[src/hdl/wavegen_cfg_pkg.sv]
// shared constants, field layouts and carrier types of the waveform generator config bank
package wavegen_cfg_pkg;

    // ------------------------------------------------------------------
    // bus geometry
    // ------------------------------------------------------------------
    localparam int ADDR_W = 8;                       // register address width
    localparam int DATA_W = 16;                      // register data width
    localparam int SMP_W  = 12;                      // sample width on the gain path

    // ------------------------------------------------------------------
    // register offsets
    // ------------------------------------------------------------------
    localparam logic [7:0] OFS_MAIN_CTRL  = 8'h00;   // holds the marker enable bit
    localparam logic [7:0] OFS_STATUS     = 8'h01;   // read-only block state
    localparam logic [7:0] OFS_WAVE_SEL   = 8'h27;   // prestored waveform selector
    localparam logic [7:0] OFS_MARK_START = 8'h2c;   // trigger to marker-high delay
    localparam logic [7:0] OFS_MARK_CFG   = 8'h2d;   // marker_output_config
    localparam logic [7:0] OFS_CONST      = 8'h31;   // dac_constant_value
    localparam logic [7:0] OFS_GAIN       = 8'h35;   // dac_gain_word
    localparam logic [7:0] OFS_SAW        = 8'h37;   // sawtooth_config
    localparam logic [7:0] OFS_TW_HI      = 8'h3e;   // tuning_word_upper
    localparam logic [7:0] OFS_TW_LO      = 8'h3f;   // tuning_word_lower
    localparam logic [7:0] OFS_PHASE      = 8'h43;   // phase_offset_word
    localparam logic [7:0] OFS_PAT_CTRL   = 8'h44;   // pattern_control_one

    // ------------------------------------------------------------------
    // field positions
    // ------------------------------------------------------------------
    localparam int MARK_EN_BIT    = 0;               // in main control
    localparam int MARK_LEVEL_BIT = 5;               // manual marker level
    localparam int MARK_MODE_BIT  = 4;               // 0 manual, 1 timed
    localparam int MARK_STOP_LSB  = 0;               // stop delay [3:0]
    localparam int PRESTORE_LSB   = 4;               // selector [5:4]
    localparam int CONST_LSB      = 4;               // constant [15:4]
    localparam int GAIN_LSB       = 4;               // gain [15:4]
    localparam int STEP_LSB       = 2;               // ramp step [7:2]
    localparam int SHAPE_LSB      = 0;               // ramp shape [1:0]
    localparam int TW_LO_LSB      = 8;               // tuning low [15:8]
    localparam int FIRST_ONLY_BIT = 1;               // delay only before first pattern
    localparam int GAIN_FRAC      = 10;              // gain is s1.10, range about +2..-2

    // ------------------------------------------------------------------
    // reset values
    // ------------------------------------------------------------------
    localparam logic [15:0] RST_MARK_START = 16'h0003;
    localparam logic [3:0]  RST_MARK_STOP  = 4'h0;
    localparam logic [11:0] RST_CONST      = 12'h000;
    localparam logic [11:0] RST_GAIN       = 12'h000;
    localparam logic [5:0]  RST_STEP       = 6'h01;
    localparam logic [15:0] RST_TW_HI      = 16'h0000;
    localparam logic [7:0]  RST_TW_LO      = 8'h00;
    localparam logic [15:0] RST_PHASE      = 16'h0000;
    localparam logic [15:0] RST_LFSR       = 16'hace1;   // any nonzero seed

    // ------------------------------------------------------------------
    // enumerations
    // ------------------------------------------------------------------
    typedef enum logic [1:0] {
        PRE_CONST = 2'b00, PRE_RAMP = 2'b01, PRE_NOISE = 2'b10, PRE_SYNTH = 2'b11
    } prestore_t;

    typedef enum logic [1:0] {
        RAMP_UP = 2'b00, RAMP_DOWN = 2'b01, RAMP_TRI = 2'b10, RAMP_ZERO = 2'b11
    } ramp_shape_t;

    typedef enum logic [1:0] {
        MK_LOW = 2'b00, MK_START_WAIT = 2'b01, MK_HIGH = 2'b10, MK_STOP_WAIT = 2'b11
    } marker_state_t;

    // ------------------------------------------------------------------
    // carriers
    // ------------------------------------------------------------------
    typedef struct packed {
        logic [23:0] tuning_word;                    // {hi, lo} to the synthesizer
        logic [15:0] phase_offset;                   // phase offset to the synthesizer
    } synth_ctrl_t;

    typedef struct packed {
        logic [ADDR_W-1:0] addr;                     // register address
        logic [DATA_W-1:0] wdata;                    // write data
        logic              wr;                       // write strobe
        logic              rd;                       // read strobe
    } reg_req_t;

endpackage

[src/hdl/waveform_gen_config_regs.sv]
// configuration register bank, prestored wave source, gain stage and marker timing
//
// Functional notes
// manual level bit applies only in manual mode
// mode 0: marker follows manual level bit
// mode 1: marker timed by start/stop delays
// marker low stop-delay cycles after pattern end
// marker high start-delay cycles after trigger low
// 12-bit constant in [15:4], output when selected
// selector: constant, sawtooth, pseudorandom, synthesizer
// 12-bit gain scales samples, about +2..-2
// ramp holds each step for 6-bit count
// ramp shape: up, down, triangle, zero
// tuning word upper 16 bits, reset zero
// tuning word lower 8 bits in [15:8]
// phase offset from 16-bit register
// start delay every pattern or first only
// marker held low while enable clear
//
// Design decision made here: the plain strobed port.
`timescale 1ns/10ps

module waveform_gen_config_regs (
    input  wire logic                              CLOCK,
    input  wire logic                              RST_B,
    input  wire wavegen_cfg_pkg::reg_req_t         REG_REQ,
    output logic [wavegen_cfg_pkg::DATA_W-1:0]     RDATA,
    input  wire logic                              TRIGGER_B,
    input  wire logic                              PATTERN_END,
    input  wire logic [wavegen_cfg_pkg::SMP_W-1:0] SYNTH_SAMPLE,
    output logic [wavegen_cfg_pkg::SMP_W-1:0]      SAMPLE_OUT,
    output wavegen_cfg_pkg::synth_ctrl_t           SYNTH_CTRL,
    output logic                                   START_DELAY_EN,
    output logic                                   MARKER_OUT,
    output logic                                   MARKER_OE
);
    import wavegen_cfg_pkg::*;

    // ------------------------------------------------------------------
    // register storage
    // ------------------------------------------------------------------
    logic          mark_en_q;          // marker enable
    logic          mark_level_q;       // manual marker level
    logic          mark_mode_q;        // 0 manual, 1 timed
    logic [3:0]    mark_stop_q;        // pattern end to marker low
    logic [15:0]   mark_start_q;       // trigger low to marker high
    prestore_t     prestore_q;         // prestored wave selector
    logic [11:0]   const_q;            // constant sample
    logic [11:0]   gain_q;             // signed s1.10 gain
    logic [5:0]    step_q;             // samples per ramp step
    ramp_shape_t   shape_q;            // ramp shape
    logic [15:0]   tw_hi_q;            // tuning word upper part
    logic [7:0]    tw_lo_q;            // tuning word lower part
    logic [15:0]   phase_q;            // phase offset
    logic          first_only_q;       // start delay before first pattern only

    // ------------------------------------------------------------------
    // block state
    // ------------------------------------------------------------------
    logic [2:0]    trig_sync_q;        // trigger synchroniser, stage 0 is the raw catch
    logic          trig_low_q;         // debounced trigger level, high means low pin
    logic          trig_fall;          // one-cycle pulse on trigger going low
    marker_state_t mk_state_q;         // timed marker sequencer
    logic [15:0]   mk_cnt_q;           // delay counter of the sequencer
    logic          mk_timed_q;         // timed marker level
    logic          first_pend_q;       // first pattern after trigger not yet done
    logic [5:0]    hold_cnt_q;         // samples spent on current ramp step
    logic [11:0]   ramp_q;             // ramp amplitude
    logic          ramp_dn_q;          // triangle direction, 1 means falling
    logic [15:0]   lfsr_q;             // pseudorandom generator
    logic [11:0]   src_q;              // selected source sample
    logic [23:0]   product;            // signed sample times gain
    logic [13:0]   scaled;             // product with fraction dropped
    logic [11:0]   sat_d;              // saturated gain stage result
    logic [5:0]    step_eff;           // step count, zero treated as one
    logic          step_done;          // current ramp step has ended

    // ------------------------------------------------------------------
    // register writes
    // ------------------------------------------------------------------
    // reserved bits are not stored, so they read back as zero
    always_ff @(posedge CLOCK or negedge RST_B) begin
        if (!RST_B) begin
            mark_en_q    <= 1'b0;
            mark_level_q <= 1'b0;
            mark_mode_q  <= 1'b0;
            mark_stop_q  <= RST_MARK_STOP;
            mark_start_q <= RST_MARK_START;
            prestore_q   <= PRE_CONST;
            const_q      <= RST_CONST;
            gain_q       <= RST_GAIN;
            step_q       <= RST_STEP;
            shape_q      <= RAMP_UP;
            tw_hi_q      <= RST_TW_HI;
            tw_lo_q      <= RST_TW_LO;
            phase_q      <= RST_PHASE;
            first_only_q <= 1'b0;
        end else if (REG_REQ.wr) begin
            case (REG_REQ.addr)
                OFS_MAIN_CTRL: begin
                    mark_en_q <= REG_REQ.wdata[MARK_EN_BIT];
                end
                OFS_MARK_CFG: begin
                    mark_level_q <= REG_REQ.wdata[MARK_LEVEL_BIT];
                    mark_mode_q  <= REG_REQ.wdata[MARK_MODE_BIT];
                    mark_stop_q  <= REG_REQ.wdata[MARK_STOP_LSB +: 4];
                end
                OFS_MARK_START: begin
                    mark_start_q <= REG_REQ.wdata;
                end
                OFS_WAVE_SEL: begin
                    prestore_q <= prestore_t'(REG_REQ.wdata[PRESTORE_LSB +: 2]);
                end
                OFS_CONST: begin
                    const_q <= REG_REQ.wdata[CONST_LSB +: 12];
                end
                OFS_GAIN: begin
                    gain_q <= REG_REQ.wdata[GAIN_LSB +: 12];
                end
                OFS_SAW: begin
                    step_q  <= REG_REQ.wdata[STEP_LSB +: 6];
                    shape_q <= ramp_shape_t'(REG_REQ.wdata[SHAPE_LSB +: 2]);
                end
                OFS_TW_HI: begin
                    tw_hi_q <= REG_REQ.wdata;
                end
                OFS_TW_LO: begin
                    tw_lo_q <= REG_REQ.wdata[TW_LO_LSB +: 8];
                end
                OFS_PHASE: begin
                    phase_q <= REG_REQ.wdata;
                end
                OFS_PAT_CTRL: begin
                    first_only_q <= REG_REQ.wdata[FIRST_ONLY_BIT];
                end
                default: begin
                    // unmapped write is ignored
                end
            endcase
        end
    end

    // ------------------------------------------------------------------
    // register reads
    // ------------------------------------------------------------------
    // data stand only in the cycle after the strobe; zero otherwise and when unmapped
    always_ff @(posedge CLOCK or negedge RST_B) begin
        if (!RST_B) begin
            RDATA <= 16'h0000;
        end else if (REG_REQ.rd) begin
            case (REG_REQ.addr)
                OFS_MAIN_CTRL:  RDATA <= 16'(mark_en_q);
                OFS_STATUS:     RDATA <= {11'h000, first_pend_q, trig_low_q,
                                          mk_state_q, MARKER_OUT};
                OFS_MARK_CFG:   RDATA <= {10'h000, mark_level_q, mark_mode_q, mark_stop_q};
                OFS_MARK_START: RDATA <= mark_start_q;
                OFS_WAVE_SEL:   RDATA <= {10'h000, prestore_q, 4'h0};
                OFS_CONST:      RDATA <= {const_q, 4'h0};
                OFS_GAIN:       RDATA <= {gain_q, 4'h0};
                OFS_SAW:        RDATA <= {8'h00, step_q, shape_q};
                OFS_TW_HI:      RDATA <= tw_hi_q;
                OFS_TW_LO:      RDATA <= {tw_lo_q, 8'h00};
                OFS_PHASE:      RDATA <= phase_q;
                OFS_PAT_CTRL:   RDATA <= {14'h0000, first_only_q, 1'b0};
                default:        RDATA <= 16'h0000;
            endcase
        end else begin
            RDATA <= 16'h0000;
        end
    end

    // ------------------------------------------------------------------
    // trigger pin synchroniser
    // ------------------------------------------------------------------
    // three stages; the level only changes once stages one and two agree
    always_ff @(posedge CLOCK or negedge RST_B) begin
        if (!RST_B) begin
            trig_sync_q <= 3'b111;
            trig_low_q  <= 1'b0;
        end else begin
            trig_sync_q <= {trig_sync_q[1:0], TRIGGER_B};
            if (trig_sync_q[1] == trig_sync_q[2]) begin
                trig_low_q <= ~trig_sync_q[2];
            end
        end
    end

    assign trig_fall = (trig_sync_q[1] == trig_sync_q[2]) && !trig_sync_q[2] && !trig_low_q;

    // ------------------------------------------------------------------
    // timed marker sequencer
    // ------------------------------------------------------------------
    // a new trigger restarts the start wait from any state
    always_ff @(posedge CLOCK or negedge RST_B) begin
        if (!RST_B) begin
            mk_state_q <= MK_LOW;
            mk_cnt_q   <= 16'h0000;
            mk_timed_q <= 1'b0;
        end else if (trig_fall) begin
            mk_state_q <= MK_START_WAIT;
            mk_cnt_q   <= mark_start_q;
        end else begin
            case (mk_state_q)
                MK_START_WAIT: begin
                    // count the start delay down, then raise
                    if (mk_cnt_q == 16'h0000) begin
                        mk_state_q <= MK_HIGH;
                        mk_timed_q <= 1'b1;
                    end else begin
                        mk_cnt_q <= mk_cnt_q - 16'h0001;
                    end
                end
                MK_HIGH: begin
                    // wait for the pattern to end
                    if (PATTERN_END) begin
                        mk_state_q <= MK_STOP_WAIT;
                        mk_cnt_q   <= {12'h000, mark_stop_q};
                    end
                end
                MK_STOP_WAIT: begin
                    // count the stop delay down, then drop
                    if (mk_cnt_q == 16'h0000) begin
                        mk_state_q <= MK_LOW;
                        mk_timed_q <= 1'b0;
                    end else begin
                        mk_cnt_q <= mk_cnt_q - 16'h0001;
                    end
                end
                default: begin
                    mk_state_q <= MK_LOW;
                end
            endcase
        end
    end

    // ------------------------------------------------------------------
    // marker pin
    // ------------------------------------------------------------------
    // the pin is shared with serial data out, so it is only driven while enabled
    always_ff @(posedge CLOCK or negedge RST_B) begin
        if (!RST_B) begin
            MARKER_OUT <= 1'b0;
        end else if (!mark_en_q) begin
            MARKER_OUT <= 1'b0;
        end else if (mark_mode_q) begin
            MARKER_OUT <= mk_timed_q;
        end else begin
            MARKER_OUT <= mark_level_q;
        end
    end

    assign MARKER_OE = mark_en_q;

    // ------------------------------------------------------------------
    // start delay policy
    // ------------------------------------------------------------------
    // pending from a trigger until the first pattern ends; trigger wins a tie
    always_ff @(posedge CLOCK or negedge RST_B) begin
        if (!RST_B) begin
            first_pend_q <= 1'b0;
        end else if (trig_fall) begin
            first_pend_q <= 1'b1;
        end else if (PATTERN_END) begin
            first_pend_q <= 1'b0;
        end
    end

    assign START_DELAY_EN = !first_only_q || first_pend_q;

    // ------------------------------------------------------------------
    // sawtooth generator
    // ------------------------------------------------------------------
    assign step_eff  = (step_q == 6'h00) ? 6'h01 : step_q;
    assign step_done = (hold_cnt_q + 6'h01) >= step_eff;

    always_ff @(posedge CLOCK or negedge RST_B) begin
        if (!RST_B) begin
            hold_cnt_q <= 6'h00;
            ramp_q     <= 12'h000;
            ramp_dn_q  <= 1'b0;
        end else if (!step_done) begin
            hold_cnt_q <= hold_cnt_q + 6'h01;
        end else begin
            hold_cnt_q <= 6'h00;
            case (shape_q)
                RAMP_UP:   ramp_q <= ramp_q + 12'h001;
                RAMP_DOWN: ramp_q <= ramp_q - 12'h001;
                RAMP_TRI: begin
                    // turn round at either end of the range
                    if (ramp_dn_q) begin
                        ramp_q    <= ramp_q - 12'h001;
                        ramp_dn_q <= (ramp_q != 12'h001);
                    end else begin
                        ramp_q    <= ramp_q + 12'h001;
                        ramp_dn_q <= (ramp_q == 12'hffe);
                    end
                end
                default:   ramp_q <= 12'h000;
            endcase
        end
    end

    // ------------------------------------------------------------------
    // pseudorandom source
    // ------------------------------------------------------------------
    // maximal-length 16-bit Fibonacci register, taps 16 15 13 4
    always_ff @(posedge CLOCK or negedge RST_B) begin
        if (!RST_B) begin
            lfsr_q <= RST_LFSR;
        end else begin
            lfsr_q <= {lfsr_q[14:0], lfsr_q[15] ^ lfsr_q[14] ^ lfsr_q[12] ^ lfsr_q[3]};
        end
    end

    // ------------------------------------------------------------------
    // source selection
    // ------------------------------------------------------------------
    // samples are two's complement; the ramp is centred by flipping its top bit
    always_ff @(posedge CLOCK or negedge RST_B) begin
        if (!RST_B) begin
            src_q <= 12'h000;
        end else begin
            case (prestore_q)
                PRE_CONST: src_q <= const_q;
                PRE_RAMP:  src_q <= (shape_q == RAMP_ZERO) ? 12'h000
                                    : {~ramp_q[11], ramp_q[10:0]};
                PRE_NOISE: src_q <= lfsr_q[11:0];
                PRE_SYNTH: src_q <= SYNTH_SAMPLE;
                default:   src_q <= 12'h000;
            endcase
        end
    end

    // ------------------------------------------------------------------
    // digital gain
    // ------------------------------------------------------------------
    // gain of zero after reset silences the output until software sets it
    assign product = 24'($signed(src_q) * $signed(gain_q));
    assign scaled  = product[GAIN_FRAC +: 14];

    always_comb begin
        // clip instead of wrapping when a gain above one overflows
        if (scaled[13] && !(&scaled[12:11])) begin
            sat_d = 12'h800;
        end else if (!scaled[13] && (|scaled[12:11])) begin
            sat_d = 12'h7ff;
        end else begin
            sat_d = scaled[11:0];
        end
    end

    always_ff @(posedge CLOCK or negedge RST_B) begin
        if (!RST_B) begin
            SAMPLE_OUT <= 12'h000;
        end else begin
            SAMPLE_OUT <= sat_d;
        end
    end

    // ------------------------------------------------------------------
    // synthesizer control words
    // ------------------------------------------------------------------
    always_ff @(posedge CLOCK or negedge RST_B) begin
        if (!RST_B) begin
            SYNTH_CTRL <= '0;
        end else begin
            SYNTH_CTRL.tuning_word  <= {tw_hi_q, tw_lo_q};
            SYNTH_CTRL.phase_offset <= phase_q;
        end
    end

endmodule

[config.mk]
export PLATFORM = sky130hd
export DESIGN_NAME = waveform_gen_config_regs
export DESIGN_NICKNAME = d
export VERILOG_FILES = /design/src/hdl/wavegen_cfg_pkg.sv /design/src/hdl/waveform_gen_config_regs.sv
export SDC_FILE = /design/constraint.sdc
export NUM_CORES = 1
export LEC_CHECK = 0
export BUFFER_PORTS_ARGS = -buffer_cell sky130_fd_sc_hd__buf_2
export CORE_MARGIN = 10
export CORE_UTILIZATION = 41
export CTS_BUF_LIST = sky130_fd_sc_hd__clkbuf_8
export DETAILED_ROUTE_END_ITERATION = 12
export PLACE_DENSITY = 0.55
export SLEW_MARGIN = 10
export SYNTH_ARGS = -nofsm -noshare
export SYNTH_HDL_FRONTEND = slang
export SYNTH_SLANG_ARGS = --single-unit
[constraint.sdc]
create_clock -name CLOCK -period 12.6 [get_ports CLOCK]
set_input_delay 2.52 -clock CLOCK [delete_from_list [all_inputs] [get_ports CLOCK]]
set_output_delay 2.52 -clock CLOCK [all_outputs]
set_load 0.05 [all_outputs]
Word-level counts from Yosys, hierarchy flattened

Index checks and enable logic that the tools add are counted.

Bits in registers: 238
Input bits: 42
Output and inout bits: 71
Logic and storage cells: 134

Add/sub/neg operators: 4
Multiply operators: 1
Order comparisons: 1
Equal/unequal tests: 29
Multiplexer cells: 27
Bitwise operators: 6
Reduce and logical (&&, ||, !) cells: 36

Operators with widths:

| operator                                                                 | count |
|---|---|
| 16-bit one-hot mux with 12 select lines                                  | 1 |
| 8-bit by 6-bit equality test with 1-bit output, second input constant    | 8 |
| 16-bit two-way mux                                                       | 4 |
| 12-bit two-way mux                                                       | 4 |
| 12-bit one-hot mux with 4 select lines                                   | 1 |
| 12-bit one-hot mux with 3 select lines                                   | 1 |
| 16-bit one-hot mux with 2 select lines                                   | 1 |
| 2-bit AND reduction                                                      | 13 |
| 12-bit by 12-bit multiplier with 24-bit output                           | 1 |
| 8-bit by 7-bit equality test with 1-bit output, second input constant    | 2 |
| 16-bit logical NOT                                                       | 1 |
| 16-bit by 1-bit subtractor with 16-bit output, second input constant     | 1 |
| 12-bit by 1-bit adder with 12-bit output, second input constant          | 1 |
| 12-bit equality test, second input constant                              | 1 |
| 2-bit equality test, second input constant                               | 6 |
| 6-bit two-way mux                                                        | 2 |
| 12-bit by 1-bit inequality test with 1-bit output, second input constant | 1 |
| 3-bit inequality test, second input constant                             | 4 |
| 12-bit by 1-bit subtractor with 12-bit output, second input constant     | 1 |
| 8-bit by 1-bit equality test with 1-bit output, second input constant    | 1 |
| 8-bit logical NOT                                                        | 1 |
| 2-bit two-way mux                                                        | 4 |
| 1-bit two-way mux                                                        | 7 |
| 6-bit by 1-bit adder with 6-bit output, second input constant            | 1 |
| 18 further kinds                                                         | 36 |

Longest topological paths before layout

Gate-level depths: netlist of run 1.

Depth after elaboration: 5
Depth in mapped cells: 22

Worst setup path before layout of run 1

Ideal clock, no wire load.

Path kind: reg-to-reg
Start point: register gain_q[3]
End point: register SAMPLE_OUT[10] in the netlist's numbering
Data arrival time: 5.401 ns
Slack: 7.081 ns
Cell stages (with the launch flop): 21
Cell sequence: dfrtp_1 clkbuf_1 nand2_1 fa_1 inv_1 fa_1 fa_1 fa_1 inv_1 fa_1 inv_1 ha_1 a21o_1 a31oi_1 o21ai_1 a31o_2 a311oi_4 o211ai_1 o311a_1 buf_4 a21o_1

Longest elaborated chain between the ends: 5
Elaborated cells on any way between the ends: 9

RTL lines:

| what                                                           | RTL line                                                         | text |
|---|---|---|
| start, declared                                                | waveform_gen_config_regs.sv:49                                   | `logic [11:0] gain_q;` |
| start signal, assigned                                         | waveform_gen_config_regs.sv:118                                  | `gain_q <= REG_REQ.wdata[GAIN_LSB +: 12];` |
| 12-bit by 12-bit multiplier with 24-bit output (*)             | waveform_gen_config_regs.sv:338                                  | `assign product = 24'($signed(src_q) * $signed(gain_q));` |
| 2-bit OR reduction, or another cell as far along               | waveform_gen_config_regs.sv:345                                  | `end else if (!scaled[13] && (\|scaled[12:11])) begin` |
| 1-bit logical AND / 1-bit logical NOT (equally long branches)  | waveform_gen_config_regs.sv:345, waveform_gen_config_regs.sv:343 |  |
| 12-bit two-way mux / 1-bit logical AND (equally long branches) | waveform_gen_config_regs.sv:345, waveform_gen_config_regs.sv:343 |  |
| 12-bit two-way mux (*)                                         | waveform_gen_config_regs.sv:343                                  | `if (scaled[13] && !(&scaled[12:11])) begin` |
| named net sat_d[10]                                            | waveform_gen_config_regs.sv:74                                   | `logic [11:0] sat_d;` |
| end signal, assigned                                           | waveform_gen_config_regs.sv:356                                  | `SAMPLE_OUT <= sat_d;` |
| end, declared                                                  | waveform_gen_config_regs.sv:31                                   | `output logic [wavegen_cfg_pkg::SMP_W-1:0] SAMPLE_OUT,` |

The timed path passes the listed nets; every way through them passes the cells marked *.
A chain may end at the register's enable or synchronous reset.

Final worst setup path of run 1

Start point: register gain_q[11]
End point: register SAMPLE_OUT[1] in the netlist's numbering

The elaborated chain is that of the path after synthesis.

==> load_flow_metrics.sql, run 1 <==
INSERT INTO impl_metrics (metric_group, metric, value, unit) VALUES
('outcome', 'status', 'completed', ''),
('synthesis', 'synth_area_per_cell', '10.8', 'um^2'),
('place', 'port_buffers', '112', ''),
('layout', 'postLayoutCellArea', '17100', 'um^2'),
('pwr', 'power_per_cell_area', '133', 'nW/um^2'),
('hold_path', 'worst_min_delay_path_category', 'reg2reg', ''),
('place', 'placedInstanceArea', '16300', 'um^2'),
('worst_setup_path', 'critical_path.max_fanout', '11', ''),
('detailed_routing', 'initialDrtViolationCount', '720', ''),
('pwr', 'switching_share', '0.368', ''),
('worst_setup_path', 'critPathSlowestCell', 'sky130_fd_sc_hd__fa_1', ''),
('sta', 'final-max-slew-violation-count', '0', ''),
('worst_setup_path', 'cp_top_family', 'adder cells', ''),
('synthesis', 'synth_cell_types', '71', ''),
('sta', 'worst_slew_pin_slew', '0.978', 'ns'),
('worst_setup_path', 'critical_path.endpoint_type', 'flop', ''),
('global_routing', 'grt_antenna_before_repair', '0', ''),
('sta', 'final.setup_skew', '0.0322', 'ns'),
('synthesis', 'synthArstFlopShare', '1.00', ''),
('layout', 'post_route_cells_drive_above_1_share', '0.206', ''),
('clocking', 'worstSkewPairLatency', '0.60', 'ns'),
('clocking', 'clock_pin_slew_on_the_worst_setup_and_hold_paths', '0.05', 'ns'),
('layout', 'antenna_diode_count', '0', ''),
('sta', 'fmax', '166', 'MHz'),
('worst_setup_path', 'critPathKind', 'reg2reg', ''),
('synthesis', 'synth_area_leaders', 'sky130_fd_sc_hd__dfrtp_1 (37%), sky130_fd_sc_hd__fa_1 (18%), sky130_fd_sc_hd__mux2_2 (7.1%)', ''),
('sta', 'remaining_max_slew_budget_at_the_tightest_pin', '0.346', ''),
('pwr', 'total_power', '2.27', 'mW'),
('worst_setup_path', 'worst_ep_arrival_time', '6.53', 'ns'),
('sta', 'setup_total_negative_slack', '0', 'ns'),
('detailed_routing', 'wire_per_inst', '19.8', 'um'),
('synthesis', 'synth_nets', '1664', ''),
('sta', 'finalHoldWorstSlack', '0.356', 'ns'),
('clocking', 'ctsHtreeMaxLevel', '2', ''),
('layout', 'num-fill-cells', '3506', ''),
('sta', 'final.setup.worst_slack', '6.59', 'ns'),
('pwr', 'leakage', '8.71', 'nW'),
('synthesis', 'yosysTopAreaCell', 'sky130_fd_sc_hd__dfrtp_1', ''),
('pwr', 'sequentialPowerShare', '0.421', ''),
('detailed_routing', 'detail-route-antenna-nets', '0', ''),
('synthesis', 'synth.most_common_cell', 'sky130_fd_sc_hd__dfrtp_1', ''),
('sta', 'finalCriticalPeriod', '6.01', 'ns'),
('synthesis', 'post_synth_instance_area', '15300', 'um^2'),
('synthesis', 'yosysWarnings', '0', ''),
('global_routing', 'grt_pass1_vias', '11530', ''),
('sta', 'post-route-period-util', '0.477', ''),
('worst_setup_path', 'worst-endpoint-required', '13.13', 'ns'),
('synthesis', 'ys_top_cells_by_count', 'sky130_fd_sc_hd__dfrtp_1 (224), sky130_fd_sc_hd__inv_1 (195), sky130_fd_sc_hd__fa_1 (136)', ''),
('synthesis', 'synth_seq_area_share', '0.390', ''),
('synthesis', 'synth_enable_flop_cells', '0', ''),
('run', 'drv_cap', '0', ''),
('floorplan', 'horizontal_extent_of_the_die', '213', 'um'),
('global_routing', 'grtUsageTotal', '0.183', ''),
('detailed_routing', 'totalWireLength', '40.1', 'mm'),
('floorplan', 'io_pins', '113', ''),
('detailed_routing', 'drt_drc_violations_left', '0', ''),
('synthesis', 'post-synth-top-area-fraction', '0.366', ''),
('pwr', 'total_switching_power', '835', 'uW'),
('pwr', 'power_report.internal_total', '1.44', 'mW'),
('clocking', 'holdBufCountCts', '0', ''),
('place', 'dp_hpwl', '30.0', 'mm'),
('floorplan', 'core', '36800', 'um^2'),
('worst_setup_path', 'critical_path.n_buffers_inverters', '3', ''),
('place', 'place_congestion', '0.854', ''),
('clocking', 'clock_sink_count', '238', ''),
('sta', 'timing_hold_violations_final', '0', ''),
('layout', 'design.final.nets', '1765', ''),
('synthesis', 'dominantRegCellSynth', 'sky130_fd_sc_hd__dfrtp_1', ''),
('floorplan', 'initial_utilization', '0.417', ''),
('worst_setup_path', 'path_cells', 'clkinv_1 > nor2_1 > fa_1 > fa_1 > fa_1 > fa_1 > inv_1 > fa_1 > inv_1 > ha_1 > o21ai_0 > a21o_1 > or3_1 > o21ai_2 > a21oi_1 > xnor2_1 > o311a_1 > a31o_2', ''),
('floorplan', 'placementRows', '70', '');
[area by class of cell]
cell class | count | area (um^2) | area share
Multi-Input combinational cell | 924 | 8340 | 0.487
Sequential cell | 238 | 5970 | 0.349
Inverter | 196 | 736 | 0.0430
Clock buffer | 51 | 702 | 0.0410
Timing Repair Buffer | 120 | 631 | 0.0368
Tap cell | 468 | 586 | 0.0342
Clock inverter | 27 | 144 | 0.00841
[path summary, 6_finish.rpt]
path                                     startpoint                        to  cells past startpoint
setup / recovery             gain_q[11]$_DFFE_PN0P_   SAMPLE_OUT[1]$_DFF_PN0_                     18
hold / removal             trig_sync_q[0]$_DFF_PN1_  trig_sync_q[1]$_DFF_PN1_                      0
setup reg to reg             gain_q[11]$_DFFE_PN0P_   SAMPLE_OUT[1]$_DFF_PN0_                     18
hold reg to reg            trig_sync_q[0]$_DFF_PN1_  trig_sync_q[1]$_DFF_PN1_                      0
max in group asynchronous                     RST_B    tw_hi_q[1]$_DFFE_PN0P_                      2
min in group asynchronous                     RST_B  SYNTH_CTRL[12]$_DFF_PN0_                      1
[flip-flops by register name, indices dropped and copies added, names as in the netlist, 12 cells and up]
name and flops:
RDATA 16, SAMPLE_OUT 12, SYNTH_CTRL 40, const_q 12
gain_q 12, lfsr_q 16, mark_start_q 16, mk_cnt_q 16
phase_q 16, ramp_q 12, src_q 12, tw_hi_q 16
[power by group through the flow]
stage          clock network [mW]  logic [mW]  registers [mW]
6_report                    0.718       0.597           0.956
5_1_grt                     0.778       0.672           0.968
4_1_cts                     0.743       0.603           0.954
3_5_place_dp                    0       0.599           0.967
3_3_place_gp                    0       0.591           0.966
2_1_floorplan                   0       0.401           0.992
[cell usage in the layout, fill, tap and decap left out, drive strengths merged, types with 14 or more instances in the layout]
cell / synthesis / layout
dfrtp: 224 / 224
inv: 195 / 216
nand2: 137 / 137
fa: 136 / 136
buf: 12 / 120
mux2: 96 / 96
a21oi: 67 / 67
ha: 64 / 64
nor2: 63 / 63
and2: 58 / 58
o21ai: 56 / 56
clkbuf: 52 / 51
a222oi: 24 / 24
xnor2: 21 / 21
a21o: 20 / 20
nand3: 17 / 17
nor3: 16 / 16
mux2i: 15 / 15
a221oi: 15 / 15
dfstp: 14 / 14
[per-layer routing]
metal  global-route usage  share of wire  vias up
met5                    0              0        -
met2                0.307           0.49      271
met1                0.239           0.44     5433
li1                     -              -     4973
met3               0.0317          0.045       66
met4               0.0533          0.025        0
[logic make-up (layout without fill, tap and decap cells)]
family          after synthesis  after routing  share of synthesized area
flops                       238            238                      0.390
mux                         111            111                     0.0803
buf+inv                     260            394                     0.0660
simple gates                343            343                      0.111
fa+ha+maj                   200            200                      0.230
compound gates              242            242                      0.107
xor+xnor                     28             28                     0.0160
[through the flow]
step / utilization / instances
6_report: 0.465 / 2024
5_1_grt: 0.465 / 2024
4_1_cts: 0.465 / 2024
3_5_place_dp: 0.442 / 1946
3_3_place_gp: 0.442 / 1946
2_1_floorplan: - / 1422
(Power assumes the default switching activity.)
==> run 2, diff against run 1 <==
==> constraint.sdc (replaced) <==
create_clock -name CLOCK -period 5.61 [get_ports CLOCK]
set_input_delay 1.122 -clock CLOCK [delete_from_list [all_inputs] [get_ports CLOCK]]
set_output_delay 1.122 -clock CLOCK [all_outputs]
set_load 0.05 [all_outputs]
==> run 2 against run 1 <==
  * Setup slack worse by 6.4 ns
  * Non-clock buffer count is 55 higher
  * Design area is 3.9% higher
  * Combinational power is 140% higher
  * Clock power is 130% higher
  * Worst hold slack better by 0.0016 ns
  * Clock skew is 0.022 ns higher
  * Cell count is 2.8% higher
  * Flip-flop and latch count stayed put
  * First-iteration DRC count is 7.6% higher
  * Critical path type unchanged
  * Largest cell class unchanged
  * Highest routed layer unchanged
==> load_flow_metrics.sql, run 2 (same netlist as run 1, synthesis figures left out) <==
INSERT INTO impl_metrics (metric_group, metric, value, unit) VALUES
('layout', 'layout_commonest_cell', 'sky130_fd_sc_hd__dfrtp_1', ''),
('detailed_routing', 'totalWireLength', '40.3', 'mm'),
('worst_setup_path', 'regToRegStartpoint', 'src_q[11]$_DFF_PN0_', ''),
('detailed_routing', 'detail-route-antenna-nets', '0', ''),
('worst_setup_path', 'critical_path.max_fanout', '6', ''),
('clocking', 'clock_pin_slew_on_the_worst_setup_and_hold_paths', '0.06', 'ns'),
('layout', 'design.final.nets', '1823', ''),
('detailed_routing', 'vias', '11026', ''),
('floorplan', 'overall_die_height', '213', 'um'),
('sta', 'finalHoldWorstSlack', '0.357', 'ns'),
('detailed_routing', 'drt_first_pass_iters', '6', ''),
('clocking', 'master_cell_of_the_clock_root_buffer', 'sky130_fd_sc_hd__clkbuf_8', ''),
('global_routing', 'largest_net_degree_at_the_start_of_global_routing', '107', ''),
('floorplan', 'die-area', '45500', 'um^2'),
('place', 'dp_hpwl', '30.7', 'mm'),
('worst_setup_path', 'setup.reg_to_reg.worst_slack', '0.21', 'ns'),
('hold_path', 'min_delay_worst_endpoint', 'trig_sync_q[1]$_DFF_PN1_', ''),
('worst_setup_path', 'critPathSlowestCell', 'sky130_fd_sc_hd__fa_2', ''),
('sta', 'timing_hold_violations_final', '0', ''),
('clocking', 'max-clock-path-buffers', '3', ''),
('pwr', 'power_report.internal_total', '3.32', 'mW'),
('worst_setup_path', 'cp_slowest_stage_delay', '0.55', 'ns'),
('sta', 'fmax', '185', 'MHz'),
('hold_path', 'worstHoldPathCells', '0', ''),
('pwr', 'leakage', '8.99', 'nW'),
('sta', 'final-max-slew-violation-count', '0', ''),
('global_routing', 'grt_pass1_wl', '64.7', 'mm'),
('floorplan', 'placementRows', '70', ''),
('pwr', 'max-vdd-ir-drop', '315', 'uV'),
('worst_setup_path', 'most_common_cell_type_on_the_critical_path', 'sky130_fd_sc_hd__inv_1', ''),
('place', 'place_congestion', '0.874', ''),
('worst_setup_path', 'crit-reg2reg-capture', 'SAMPLE_OUT[1]$_DFF_PN0_', ''),
('worst_setup_path', 'worst-r2r-cell-count', '22', ''),
('sta', 'remaining_max_slew_budget_at_the_tightest_pin', '0.356', ''),
('clocking', 'clock_tree_from_tritoncts', 'built', ''),
('global_routing', 'grt_pass1_vias', '11564', ''),
('pwr', 'total_switching_power', '1.91', 'mW'),
('global_routing', 'global_route.overflow_total', '0', ''),
('worst_setup_path', 'critical_path.endpoint_type', 'flop', ''),
('sta', 'post-route-period-util', '0.962', ''),
('clocking', 'holdBufCountCts', '0', ''),
('outcome', 'status', 'completed', ''),
('sta', 'finalCriticalPeriod', '5.40', 'ns'),
('floorplan', 'initial_utilization', '0.417', ''),
('layout', 'layout.cells.most_common_list', 'sky130_fd_sc_hd__dfrtp_1 (208), sky130_fd_sc_hd__inv_1 (207), sky130_fd_sc_hd__fa_1 (131)', ''),
('pwr', 'sequentialPowerShare', '0.405', ''),
('pwr', 'power_per_cell_area', '294', 'nW/um^2'),
('layout', 'largest_register_ffs', '40', ''),
('layout', 'post_route_cells_drive_above_1_share', '0.262', ''),
('floorplan', 'horizontal_extent_of_the_die', '213', 'um'),
('detailed_routing', 'drt_drc_violations_left', '0', ''),
('layout', 'postLayoutCellArea', '17800', 'um^2'),
('pwr', 'power.share.clock', '0.319', ''),
('place', 'port_buffers', '112', ''),
('detailed_routing', 'initialDrtViolationCount', '775', ''),
('pwr', 'combinational_share_of_power', '0.277', ''),
('layout', 'flow.area_growth_from_synthesis', '16.0', '%'),
('sta', 'finalSetupViolCount', '0', ''),
('clocking', 'ctsHtreeMaxLevel', '2', ''),
('floorplan', 'io_pins', '113', ''),
('clocking', 'worstSkewPairLatency', '0.63', 'ns'),
('clocking', 'cts_buffers', '44', ''),
('run', 'drv_cap', '0', ''),
('global_routing', 'grt_antenna_before_repair', '1', ''),
('hold_path', 'min_from', 'trig_sync_q[0]$_DFF_PN1_', ''),
('clocking', 'clock_sink_count', '238', ''),
('sta', 'final.setup_skew', '0.0547', 'ns'),
('global_routing', 'grtUsageTotal', '0.182', ''),
('worst_setup_path', 'worst-endpoint-required', '6.10', 'ns'),
('hold_path', 'worst_min_delay_path_category', 'reg2reg', ''),
('worst_setup_path', 'startpoint_type', 'flop', ''),
('worst_setup_path', 'critPathKind', 'reg2reg', ''),
('layout', 'regMostFlops', 'SYNTH_CTRL', ''),
('place', 'placedInstanceArea', '16600', 'um^2'),
('pwr', 'switching_share', '0.366', ''),
('sta', 'worst_slew_pin_slew', '0.963', 'ns'),
('detailed_routing', 'wire_per_inst', '19.4', 'um'),
('floorplan', 'core', '36800', 'um^2'),
('worst_setup_path', 'worst_ep_arrival_time', '5.88', 'ns'),
('detailed_routing', 'post_drt_via_cell_ratio', '5.30', ''),
('worst_setup_path', 'path_cells', 'buf_4 > nand2_2 > buf_4 > inv_1 > fa_2 > fa_2 > inv_1 > fa_1 > inv_1 > fa_1 > inv_1 > fa_1 > inv_1 > ha_4 > a21o_1 > a31oi_1 > o21ai_1 > a31o_2 > a311oi_4 > o211ai_1 > o311a_4 > a31o_2', '');
## run 2: cell count changes in the layout (fill, tap and decap cells not counted), moves of 3 or more
cell                      previous run  this run
sky130_fd_sc_hd__inv_2               0         3
sky130_fd_sc_hd__inv_1             215       207
sky130_fd_sc_hd__buf_4               8        58
sky130_fd_sc_hd__fa_1              136       131
sky130_fd_sc_hd__dfrtp_2             0        16
sky130_fd_sc_hd__ha_1               64        58
sky130_fd_sc_hd__fa_2                0         5
sky130_fd_sc_hd__dfrtp_1           224       208
sky130_fd_sc_hd__nand2_1           134       130
sky130_fd_sc_hd__a21oi_2             1         4
sky130_fd_sc_hd__a21oi_1            66        63
sky130_fd_sc_hd__ha_4                0         5
sky130_fd_sc_hd__nand2_2             3         7
## run 2: what timing repair did
item | in CTS | in global routing
resized for setup | 4 | 45
gates cloned | 0 | 2
buffers inserted | 0 | 16
pin swaps | 0 | 15
setup endpoints to repair | 11 | 11
## run 2: metal layers
metal,global-route usage,share of wire
met1,0.232,0.43
met2,0.310,0.50
met4,0.0538,0.022
met5,0,0
met3,0.0333,0.049
## run 2: worst max path at each step
stage / startpoint / endpoint / slack [ns] / depth (start not counted)
6_report: src_q[11]$_DFF_PN0_ / SAMPLE_OUT[1]$_DFF_PN0_ / 0.21 / 22
5_1_grt: src_q[11]$_DFF_PN0_ / SAMPLE_OUT[1]$_DFF_PN0_ / -0.01 / 22
4_1_cts: gain_q[3]$_DFFE_PN0P_ / SAMPLE_OUT[1]$_DFF_PN0_ / 0.007 / 18
3_5_place_dp: src_q[7]$_DFF_PN0_ / SAMPLE_OUT[1]$_DFF_PN0_ / -0.04 / 17
3_3_place_gp: src_q[7]$_DFF_PN0_ / SAMPLE_OUT[1]$_DFF_PN0_ / 0.04 / 17
2_1_floorplan: gain_q[3]$_DFFE_PN0P_ / SAMPLE_OUT[4]$_DFF_PN0_ / 0.09 / 20
## run 2: worst max-delay path, delay by kind of cell (launching register included)
family | cells | cell delay, ns
adder cells (fa/ha/maj) | 6 | 2.56
AO/OA/AOI/OAI | 8 | 1.66
buffers and inverters | 7 | 0.54
flip-flops | 1 | 0.44
AND/OR/NAND/NOR | 1 | 0.07
## run 2: area by class of cell
type / count / area (um^2)
Fill cell: 3430 / 19000
Multi-Input combinational cell: 926 / 8490
Sequential cell: 238 / 5990
Timing Repair Buffer: 175 / 1070
Inverter: 196 / 737
Clock buffer: 53 / 729
Tap cell: 468 / 586
Clock inverter: 24 / 160
Antenna cell: 1 / 2.50
## run 2: per-stage QoR
stage                     setup WS [ns]  setup TNS, ns  power [mW]   util  instances
after floorplan                  0.0908              0        3.13      -       1422
after global placement           0.0410              0        3.53  0.451       1985
after detailed placement        -0.0366        -0.0394        3.54  0.451       1985
after CTS                       0.00743              0        5.24  0.475       2062
after global routing            -0.0115        -0.0115        5.57  0.483       2081
final                             0.214              0        5.23  0.483       2081
## run 2: power groups by stage
stage	clock [mW]	combinational (mW)	sequential [mW]
detailed placement	0	1.40	2.14
finish	1.67	1.45	2.12
CTS	1.72	1.40	2.12
global placement	0	1.39	2.14
global route	1.81	1.62	2.14
floorplan	0	0.901	2.23
